## config.mk

```make
export PLATFORM = sky130hd
export DESIGN_NAME = cpsw_clock_switcher
export DESIGN_NICKNAME = d
export VERILOG_FILES = /design/src/cpsw_pkg.sv /design/src/cpsw_clock_switcher.sv /design/src/cpsw_sel_gate.sv
export SDC_FILE = /design/constraint.sdc
export NUM_CORES = 1
export LEC_CHECK = 0
export ABC_AREA = 1
export BUFFER_PORTS_ARGS = -buffer_cell sky130_fd_sc_hd__buf_4
export CORE_UTILIZATION = 48
export DETAILED_ROUTE_END_ITERATION = 10
export PLACE_DENSITY = 0.8
export SLEW_MARGIN = 0
export SYNTH_ARGS = -nofsm -noshare
export SYNTH_HDL_FRONTEND = slang
export SYNTH_SLANG_ARGS = --single-unit
```

## constraint.sdc

```tcl
create_clock -name clk_sys -period 1.7 [get_ports clk_sys]
set_input_delay 0.34 -clock clk_sys [delete_from_list [all_inputs] [get_ports clk_sys]]
set_output_delay 0.34 -clock clk_sys [all_outputs]
set_load 0.01 [all_outputs]
```

## src/cpsw_pkg.sv

```systemverilog
// Purpose: Shared constants and types for the CPU clock source switcher
// Assumes: 250 MHz system clock, AHB-Lite register access, 32-bit words
// Notes: Register offsets are byte addresses, one aligned word each
package cpsw_pkg;
	// Clock figures
	localparam int CLK_PERIOD_NS = 4;
	localparam int RST_PROC_NS = 11000; // Least reset processing time
	localparam int RST_PROC_CYC = (RST_PROC_NS + CLK_PERIOD_NS - 1) / CLK_PERIOD_NS;
	localparam int RST_CNT_W = 12;

	// Register byte offsets
	localparam logic [7:0] ADDR_CLKOPMODE = 8'h00; // clock_operation_mode_reg
	localparam logic [7:0] ADDR_MAINOSCCTL = 8'h04; // main_osc_control_reg
	localparam logic [7:0] ADDR_MAINCLKMODE = 8'h08; // main_clock_mode_reg
	localparam logic [7:0] ADDR_PROCCLKCTL = 8'h0C; // processor_clock_control_reg
	localparam logic [7:0] ADDR_INTOSCMODE = 8'h10; // internal_osc_mode_reg
	localparam logic [7:0] ADDR_OSCSTABCNT = 8'h14; // osc_stabilization_counter

	// Field positions
	localparam int BIT_EXT_CLK_IN_SEL = 7;
	localparam int BIT_MAIN_OSC_MODE = 6;
	localparam int BIT_SUB_OSC_MODE = 4;
	localparam int BIT_MAIN_OSC_STOP = 7;
	localparam int BIT_PERIPH_MAIN_SEL = 2;
	localparam int BIT_CPU_MAIN_SEL = 0;
	localparam int BIT_CPU_ON_MAIN = 5;
	localparam int BIT_CPU_SUB_SEL = 4;
	localparam int BIT_CPU_ON_SUB = 5;
	localparam int BIT_HS_OSC_RUNNING = 7;
	localparam int BIT_LS_OSC_STOP = 1;
	localparam int BIT_HS_OSC_STOP = 0;

	// Reset values
	localparam logic [7:0] RST_CLKOPMODE = 8'h00;
	localparam logic RST_MAIN_OSC_STOP = 1'b1;
	localparam logic [7:0] RST_OSCSTABCNT = 8'h00;
	localparam logic [7:0] OSCSTABCNT_MAX = 8'hFF;

	// One-hot CPU clock selects, zero for none
	localparam logic [2:0] SEL_NONE = 3'h0;
	localparam logic [2:0] SEL_HS = 3'h1;
	localparam logic [2:0] SEL_MAIN = 3'h2;
	localparam logic [2:0] SEL_SUB = 3'h4;

	// CPU clock states, Gray along reset, HS, main, sub
	typedef enum logic [1:0]
	{
		ST_RSTPROC = 2'b00,
		ST_HS = 2'b01,
		ST_MAIN = 2'b11,
		ST_SUB = 2'b10
	} cpsw_state_t;

	// Oscillator enables to the analog side
	typedef struct packed
	{
		logic hs;
		logic ls;
		logic main;
		logic sub;
	} cpsw_oscen_t;

	// Oscillator stable indications from the analog side
	typedef struct packed
	{
		logic hs;
		logic main;
		logic sub;
	} cpsw_oscrdy_t;
endpackage

```

## src/cpsw_clock_switcher.sv

```systemverilog
// Purpose: CPU clock source switcher with AHB-Lite register slave
// Assumes: Oscillator ready levels synchronous to clk_sys
// Notes: Unmapped addresses read zero, writes to them are dropped
// Behaviour
// Clearing low-speed stop restarts low-speed oscillator
// Dual-threshold mode waits reset processing, then HS
// After reset CPU runs from internal HS
// Software sequence internal HS to crystal main
// External main input skips stabilization counter poll
// Peripheral main select changes once per reset
// Software may skip steps already in place
// Software sequence internal HS to subsystem clock
// Main to subsystem uses same subsystem sequence
// Software sequence main back to internal HS
// Software sequence subsystem back to internal HS
// CPU subsystem select bit 4 feeds subsystem
// Clock operation mode fields at 7, 6, 4
// Main oscillator stop at bit 7
// Peripheral main bit 2, CPU main bit 0
// HS running status bit 7, stop bit 0
// HS stop halts oscillator, status shows stopped
// Clearing subsystem select stops subsystem oscillator
// Two status bits report current CPU clock
// Glitch-free switch, both sources must run
// Requests to stopped sources are held off
//
// Implementation choices: the address map and register access over AHB-Lite.
`timescale 1ns/1ps
module cpsw_clock_switcher
(
	input wire logic clk_sys,
	input wire logic sys_rst,
	input wire logic power_on_threshold_mode,
	input wire logic hsel,
	input wire logic [31:0] haddr,
	input wire logic [1:0] htrans,
	input wire logic hwrite,
	input wire logic [2:0] hsize,
	input wire logic [31:0] hwdata,
	input wire logic hready,
	output logic hreadyout,
	output logic hresp,
	output logic [31:0] hrdata,
	input wire cpsw_pkg::cpsw_oscrdy_t oscReady,
	output cpsw_pkg::cpsw_oscen_t oscEnable,
	output logic [2:0] cpuClkSel,
	output logic periphMainSel
);
	// Register state
	logic [7:0] clkOpMode_q; // Clock operation mode register
	logic mainOscStop_q; // Main oscillator stop
	logic periphMainSel_q; // Peripheral main select
	logic periphLocked_q; // Peripheral select already changed
	logic cpuMainSel_q; // CPU main select
	logic cpuSubSel_q; // CPU subsystem select
	logic hsOscStop_q; // Internal HS stop
	logic lsOscStop_q; // Internal LS stop
	logic [7:0] stabCnt_q; // Main stabilization counter
	logic [7:0] stabCnt_d;
	logic [7:0] regAddr_q; // Latched data-phase address
	logic regWrite_q; // Data phase is a write
	logic power_on_threshold_mode_q; // Mode strap caught after release
	logic pocTaken_q; // Strap already caught
	logic [cpsw_pkg::RST_CNT_W-1:0] rstCnt_q; // Reset processing timer
	cpsw_pkg::cpsw_state_t state_q; // Current CPU clock source
	cpsw_pkg::cpsw_state_t state_d;
	cpsw_pkg::cpsw_state_t reqState; // Source asked by software

	// Bus address phase detect and data-phase write decode
	wire addrPhase = hsel && htrans[1] && hready;
	wire wrClkOp = regWrite_q && (regAddr_q == cpsw_pkg::ADDR_CLKOPMODE);
	wire wrMainOsc = regWrite_q && (regAddr_q == cpsw_pkg::ADDR_MAINOSCCTL);
	wire wrMainClk = regWrite_q && (regAddr_q == cpsw_pkg::ADDR_MAINCLKMODE);
	wire wrProcClk = regWrite_q && (regAddr_q == cpsw_pkg::ADDR_PROCCLKCTL);
	wire wrIntOsc = regWrite_q && (regAddr_q == cpsw_pkg::ADDR_INTOSCMODE);
	wire newPeriph = hwdata[cpsw_pkg::BIT_PERIPH_MAIN_SEL];
	wire periphChange = wrMainClk && !periphLocked_q && (newPeriph != periphMainSel_q);

	// Oscillator enables and running levels
	wire subOscOn = clkOpMode_q[cpsw_pkg::BIT_SUB_OSC_MODE];
	wire mainOscOn = !mainOscStop_q && clkOpMode_q[cpsw_pkg::BIT_MAIN_OSC_MODE];
	wire hsRun = !hsOscStop_q && oscReady.hs;
	wire mainRun = mainOscOn && oscReady.main;
	wire subRun = subOscOn && oscReady.sub;
	assign oscEnable.hs = !hsOscStop_q;
	assign oscEnable.ls = !lsOscStop_q;
	assign oscEnable.main = mainOscOn;
	assign oscEnable.sub = subOscOn;

	// Source running per state, and software request
	function automatic logic srcRun(input cpsw_pkg::cpsw_state_t s, input logic h, input logic m, input logic u);
		unique case (s)
			cpsw_pkg::ST_HS: srcRun = h;
			cpsw_pkg::ST_MAIN: srcRun = m;
			cpsw_pkg::ST_SUB: srcRun = u;
			cpsw_pkg::ST_RSTPROC: srcRun = 1'b0;
		endcase
	endfunction
	assign reqState = cpuSubSel_q ? cpsw_pkg::ST_SUB : (cpuMainSel_q ? cpsw_pkg::ST_MAIN : cpsw_pkg::ST_HS);
	wire rstDone = !power_on_threshold_mode_q || (rstCnt_q == cpsw_pkg::RST_CNT_W'(cpsw_pkg::RST_PROC_CYC - 1));
	wire switchOk = srcRun(reqState, hsRun, mainRun, subRun) && srcRun(state_q, hsRun, mainRun, subRun);

	// Next CPU clock state
	always_comb
	begin
		state_d = state_q;
		unique case (state_q)
			cpsw_pkg::ST_RSTPROC:
			begin
				// Leave reset processing for internal HS
				if (pocTaken_q && rstDone)
					state_d = cpsw_pkg::ST_HS;
			end
			cpsw_pkg::ST_HS, cpsw_pkg::ST_MAIN, cpsw_pkg::ST_SUB:
			begin
				// Move only when both sources run
				if (reqState != state_q && switchOk)
					state_d = reqState;
			end
		endcase
	end

	// Stabilization counter saturates while main is enabled
	assign stabCnt_d = !mainOscOn ? cpsw_pkg::RST_OSCSTABCNT :
		(stabCnt_q == cpsw_pkg::OSCSTABCNT_MAX ? stabCnt_q : stabCnt_q + 8'h01);

	// Mux target from state, break-before-make
	wire [2:0] selTarget = (state_q == cpsw_pkg::ST_HS) ? cpsw_pkg::SEL_HS :
		(state_q == cpsw_pkg::ST_MAIN) ? cpsw_pkg::SEL_MAIN :
		(state_q == cpsw_pkg::ST_SUB) ? cpsw_pkg::SEL_SUB : cpsw_pkg::SEL_NONE;
	cpsw_sel_gate u_gate
	(
		.clk_sys(clk_sys),
		.sys_rst(sys_rst),
		.target(selTarget),
		.sel(cpuClkSel)
	);
	assign periphMainSel = periphMainSel_q;

	// Read data assembly
	wire cpuOnMain = (state_q == cpsw_pkg::ST_MAIN);
	wire cpuOnSub = (state_q == cpsw_pkg::ST_SUB);
	wire [7:0] rdMainOsc = {mainOscStop_q, 7'h00};
	wire [7:0] rdMainClk = {2'h0, cpuOnMain, 2'h0, periphMainSel_q, 1'b0, cpuMainSel_q};
	wire [7:0] rdProcClk = {2'h0, cpuOnSub, cpuSubSel_q, 4'h0};
	wire [7:0] rdIntOsc = {hsRun, 5'h00, lsOscStop_q, hsOscStop_q};
	wire [7:0] rdByte = (regAddr_q == cpsw_pkg::ADDR_CLKOPMODE) ? clkOpMode_q :
		(regAddr_q == cpsw_pkg::ADDR_MAINOSCCTL) ? rdMainOsc :
		(regAddr_q == cpsw_pkg::ADDR_MAINCLKMODE) ? rdMainClk :
		(regAddr_q == cpsw_pkg::ADDR_PROCCLKCTL) ? rdProcClk :
		(regAddr_q == cpsw_pkg::ADDR_INTOSCMODE) ? rdIntOsc :
		(regAddr_q == cpsw_pkg::ADDR_OSCSTABCNT) ? stabCnt_q : 8'h00;
	assign hrdata = {24'h000000, rdByte};
	assign hreadyout = 1'b1;
	assign hresp = 1'b0;

	// Bus address phase capture
	always_ff @(posedge clk_sys or posedge sys_rst)
	begin
		if (sys_rst)
		begin
			regAddr_q <= 8'h00;
			regWrite_q <= 1'b0;
		end
		else
		begin
			regAddr_q <= addrPhase ? haddr[7:0] : regAddr_q;
			regWrite_q <= addrPhase && hwrite;
		end
	end

	// Oscillator control registers
	always_ff @(posedge clk_sys or posedge sys_rst)
	begin
		if (sys_rst)
		begin
			clkOpMode_q <= cpsw_pkg::RST_CLKOPMODE;
			mainOscStop_q <= cpsw_pkg::RST_MAIN_OSC_STOP;
			hsOscStop_q <= 1'b0;
			lsOscStop_q <= 1'b0;
		end
		else
		begin
			if (wrClkOp)
				clkOpMode_q <= hwdata[7:0] & 8'hD0;
			if (wrMainOsc)
				mainOscStop_q <= hwdata[cpsw_pkg::BIT_MAIN_OSC_STOP];
			if (wrIntOsc)
			begin
				hsOscStop_q <= hwdata[cpsw_pkg::BIT_HS_OSC_STOP];
				lsOscStop_q <= hwdata[cpsw_pkg::BIT_LS_OSC_STOP];
			end
		end
	end

	// Clock select registers
	always_ff @(posedge clk_sys or posedge sys_rst)
	begin
		if (sys_rst)
		begin
			periphMainSel_q <= 1'b0;
			periphLocked_q <= 1'b0;
			cpuMainSel_q <= 1'b0;
			cpuSubSel_q <= 1'b0;
		end
		else
		begin
			if (periphChange)
			begin
				periphMainSel_q <= newPeriph;
				periphLocked_q <= 1'b1;
			end
			if (wrMainClk)
				cpuMainSel_q <= hwdata[cpsw_pkg::BIT_CPU_MAIN_SEL];
			if (wrProcClk)
				cpuSubSel_q <= hwdata[cpsw_pkg::BIT_CPU_SUB_SEL];
		end
	end

	// State, strap, reset timer and stabilization counter
	always_ff @(posedge clk_sys or posedge sys_rst)
	begin
		if (sys_rst)
		begin
			state_q <= cpsw_pkg::ST_RSTPROC;
			power_on_threshold_mode_q <= 1'b0;
			pocTaken_q <= 1'b0;
			rstCnt_q <= '0;
			stabCnt_q <= cpsw_pkg::RST_OSCSTABCNT;
		end
		else
		begin
			state_q <= state_d;
			pocTaken_q <= 1'b1;
			power_on_threshold_mode_q <= pocTaken_q ? power_on_threshold_mode_q : power_on_threshold_mode;
			rstCnt_q <= (pocTaken_q && state_q == cpsw_pkg::ST_RSTPROC) ? rstCnt_q + 1'b1 : rstCnt_q;
			stabCnt_q <= stabCnt_d;
		end
	end
endmodule

```

## src/cpsw_sel_gate.sv

```systemverilog
// Purpose: Break-before-make one-hot select for the CPU clock mux
// Assumes: Target select is one-hot or zero
// Notes: Every change away from a selected source passes through one all-off cycle
`timescale 1ns/1ps
module cpsw_sel_gate
(
	input wire logic clk_sys,
	input wire logic sys_rst,
	input wire logic [2:0] target,
	output logic [2:0] sel
);
	logic [2:0] sel_q; // Registered select
	logic [2:0] sel_d; // Next select
	wire needGap = (target != sel_q) && (sel_q != cpsw_pkg::SEL_NONE); // Old source still on

	// Drop the old source first, then raise the new one
	assign sel_d = needGap ? cpsw_pkg::SEL_NONE : target;
	assign sel = sel_q;

	// Select register
	always_ff @(posedge clk_sys or posedge sys_rst)
	begin
		if (sys_rst)
			sel_q <= cpsw_pkg::SEL_NONE;
		else
			sel_q <= sel_d;
	end
endmodule

```

==> metrics.md <==
| Metric | Value |
|---|---|
| Worst setup SP type | `flip-flop` |
| GRT Max-Usage Layer | `met2` |
| Top FF cell, synth | `dfrtp_1` |
| M2 GR Usage | `34.61%` |
| Port Buffers | `39` |
| Initial Util | `between 50% and 60%` |
| Ys Warns | `0` |
| TritonCTS clock tree | `yes` |
| Maximum operating frequency | `497.8 MHz` |
| Met3 usage | `under 10%` |
| Static Leak | `1.896 nW` |
| Filler cell count | `473` |
| FF/Latch Area | `between 0.001 and 0.0015 mm²` |
| Period Utilization, post-route | `118.2%` |
| Synth cell types | `36` |
| Clk_skew | `roughly 0.016 ns` |
| Global route total overflow | `0` |
| Worst EP required | `1.36 ns` |
| Pwr/cell area | `between 900 and 1000 mW/mm²` |
| Asr flop ratio synth | `100.0%` |
| Leading area contributor after synthesis | `dfrtp_1` |
| Min cycle time layout | `2.009 ns` |
| Post-CTS Hold Fix Bufs | `0` |
| Die span in x | `78.64 µm` |
| Failing checks | `setup timing` |
| Vias per cell | `5.093` |
| Pre-CTS setup slack | `-0.005026 ns` |
| Final setup vio count | `10` |
| Antenna violations before repair | `0` |
| FP Rows | `27` |
| Core area | `approximately 0.0056 mm²` |
| TritonCTS Buffers | `5` |
| Total power | `3.375 mW` |
| Grt met1 use | `approximately 29%` |
| RSZ-0062 raised after global routing | `true` |
| First-pass GRT wire length | `10520 µm` |
| Seq/Total Area, Yosys | `between 40% and 50%` |
| Root buf cell | `clkbuf_8` |
| Die H | `78.64 µm` |
| Fin. Hold Viols | `0` |
| Setup crit end kind | `output port` |
| I/O pins | `120` |
| Slowest stage delay, CP | `0.38 ns` |
| Post-synth top area share | `around 40%` |
| Post-Syn Area | `0.002819 mm²` |
| Critical path arrival | `around 1.7 ns` |
| R2R depth | `15` |
| Pin count of the biggest net entering global routing | `47` |
| CP max FO | `4` |
| DRC | `0` |
| Commonest non-fill, non-tap cell in the layout | `nand2_1` |
| Most frequent cells in the layout | `nand2_1, buf_4, dfrtp_1, inv_1, conb_1` |
| Crit-path cells | `inv_2 -> nand2_4 -> nor2_4 -> nand2_2 -> inv_2 -> nand2_2 -> o21ai_2 -> nand2_1 -> nand2_1 -> buf_6` |
| Later-pin clock latency in the skew report | `just over 0.3 ns` |
| Syn-to-layout area delta | `26.01%` |
| Startpoint of the worst-slack reg-to-reg timing path | `regAddr_q[1]$_DFFE_PP0P_` |
| CTS H-tree depth | `2` |
| CTS clock-pin slew for the worst setup and hold paths | `0.10 ns` |
| Number of flops mapped to enable cells by yosys | `0` |
| Final wirelength | `roughly 6500 µm` |
| Diode count | `0` |
| Slew Limit Fails | `0` |
| GP Congestion | `0.8654` |
| Via count | `between 2000 and 3000` |
| Antenna Nets Post-Route | `0` |
| Syn Inst Count | `360` |
| Post-synthesis sequential element count | `46` |
| Clock Sinks | `46` |
| DRT Pass-1 Iters | `6` |
| Final worst setup slack | `-0.3089 ns` |
| Status | `complete, but fails checks` |
| Number of global-route vias before repair | `2372` |
| CTS Buffer Depth | `2` |
| Critical Path Slowest Stage Cell | `dfrtp_1` |
| DRT iter0 DRCs | `265` |
| Share of layout cells above drive strength 1 | `between 20 and 30%` |
| Detail Placement HPWL | `4367 µm` |
| VDD IR max | `0.5985 mV` |
| Routed len/inst | `12.83 µm` |
| Top cells by area, synth | `dfrtp_1, nand2_1, buf_4` |
| Layout net count | `511` |
| Multi-input logic area | `0.001438 mm²` |
| Crit path kind | `reg2out` |
| Max_cap viols | `0` |
| R2R Setup Slk | `-0.26 ns` |
| Syn Area/Cell | `between 7 and 8 µm²` |
| All-Layer GR Usage | `a little over a fifth` |
| Tightest Hold Check Type | `in2async` |
| Die area | `0.006183 mm²` |
| RR Endpoint | `hsOscStop_q$_DFFE_PP0P_` |
## how the worst max path moves through the flow
stage / end / cells past startpoint / start / slack (ns)
final: hrdata[4] / 10 / regAddr_q[1]$_DFFE_PP0P_ / -0.31
after global routing: hrdata[0] / 6 / regAddr_q[6]$_DFFE_PP0P_ / -0.38
after CTS: hrdata[5] / 8 / regAddr_q[6]$_DFFE_PP0P_ / -0.27
after detailed placement: hrdata[5] / 6 / regAddr_q[7]$_DFFE_PP0P_ / -0.005
after global placement: hrdata[5] / 6 / regAddr_q[7]$_DFFE_PP0P_ / 0.01
after floorplan: hrdata[1] / 5 / regAddr_q[3]$_DFFE_PP0P_ / 0.20
## flip-flops by register name, indices dropped and copies added, names as in the netlist
signal and cells:
clkOpMode_q 3, cpuMainSel_q 1, cpuSubSel_q 1, hsOscStop_q 1, lsOscStop_q 1, mainOscStop_q 1
periphLocked_q 1, periphMainSel 1, pocTaken_q 1, power_on_threshold_mode_q 1, regAddr_q 8, regWrite_q 1
rstCnt_q 12, stabCnt_q 8, state_q 2, u_gate.sel 3
## synthesized netlist by cell type, types with 2 or more instances
| master | n |
|---|---|
| nand3_2 | 2 |
| nand2_1 | 74 |
| nor3_2 | 2 |
| conb_1 | 2 |
| nand3_1 | 28 |
| inv_1 | 47 |
| nor2_4 | 2 |
| a31oi_1 | 4 |
| inv_2 | 4 |
| o21ai_1 | 4 |
| a21oi_1 | 14 |
| nor3_1 | 6 |
| xnor2_1 | 4 |
| o21ai_0 | 20 |
| nor2_2 | 3 |
| nand2_2 | 4 |
| nand2_4 | 3 |
| ha_1 | 3 |
| nor2_1 | 30 |
| nor2_8 | 3 |
| buf_4 | 29 |
| dfrtp_1 | 45 |
| xor2_1 | 7 |
| nand4_1 | 8 |
## logic make-up (layout without fill, tap and decap cells)
kind of cell,after synthesis,after routing,share of synthesized area [%]
flops,46,46,40.88
other cells,2,27,0.2664
simple gates,167,167,29.25
mux,1,1,0.3994
xor+xnor,12,12,3.995
buf+inv,84,130,15.40
compound gates,45,45,8.478
fa+ha+maj,3,3,1.332
## worst max-delay path, delay by kind of cell, from the launching register on
family / cells / cell delay, ns
compound gates: 1 / 0.12
flops: 1 / 0.38
simple gates: 6 / 0.55
buf+inv: 3 / 0.29
## power by group
part | leakage [nW] | internal, mW | total [mW] | switching (mW)
Clock | 0.0591 | 0.449 | 0.869 | 0.420
Combinational | 1.28 | 0.436 | 1.05 | 0.614
Sequential | 0.553 | 1.25 | 1.46 | 0.205
## routing by layer
layer  share of wire, %  up-vias
met1                 44     1175
li1                   -     1231
met5                  0        -
met4                2.6        0
met3                7.1       17
met2                 47      139
## stage by stage
step / area [µm²] / TNS (ns) / std cells / hold WS (ns) / util [%]
final: 3552 / -2.600 / 503 / 0.04596 / 63.73
after global routing: 3552 / -3.373 / 503 / 0.08928 / 63.73
after CTS: 3468 / -2.077 / 500 / 0.06795 / 62.22
after detailed placement: 3153 / -0.005026 / 475 / 0.4099 / 56.57
after global placement: 3153 / 0 / 475 / 0.4097 / 56.57
after floorplan: 2913 / 0 / 385 / 0.4279 / -
## repair_timing
action,4_1_cts,5_1_grt
gates resized for setup,21,19
setup buffers,17,3
setup endpoints to repair,8,10
pin swaps,11,9
gates cloned,0,0
## final cells by class
class / count / area share (%)
clock buffers: 5 / 1.937
flip-flops and latches: 46 / 32.48
well taps: 72 / 2.536
clock inverters: 3 / 1.338
repair buffers: 70 / 15.57
inverters: 52 / 5.671
multi-input cells: 255 / 40.47
Power figures use the tool's default switching activity.
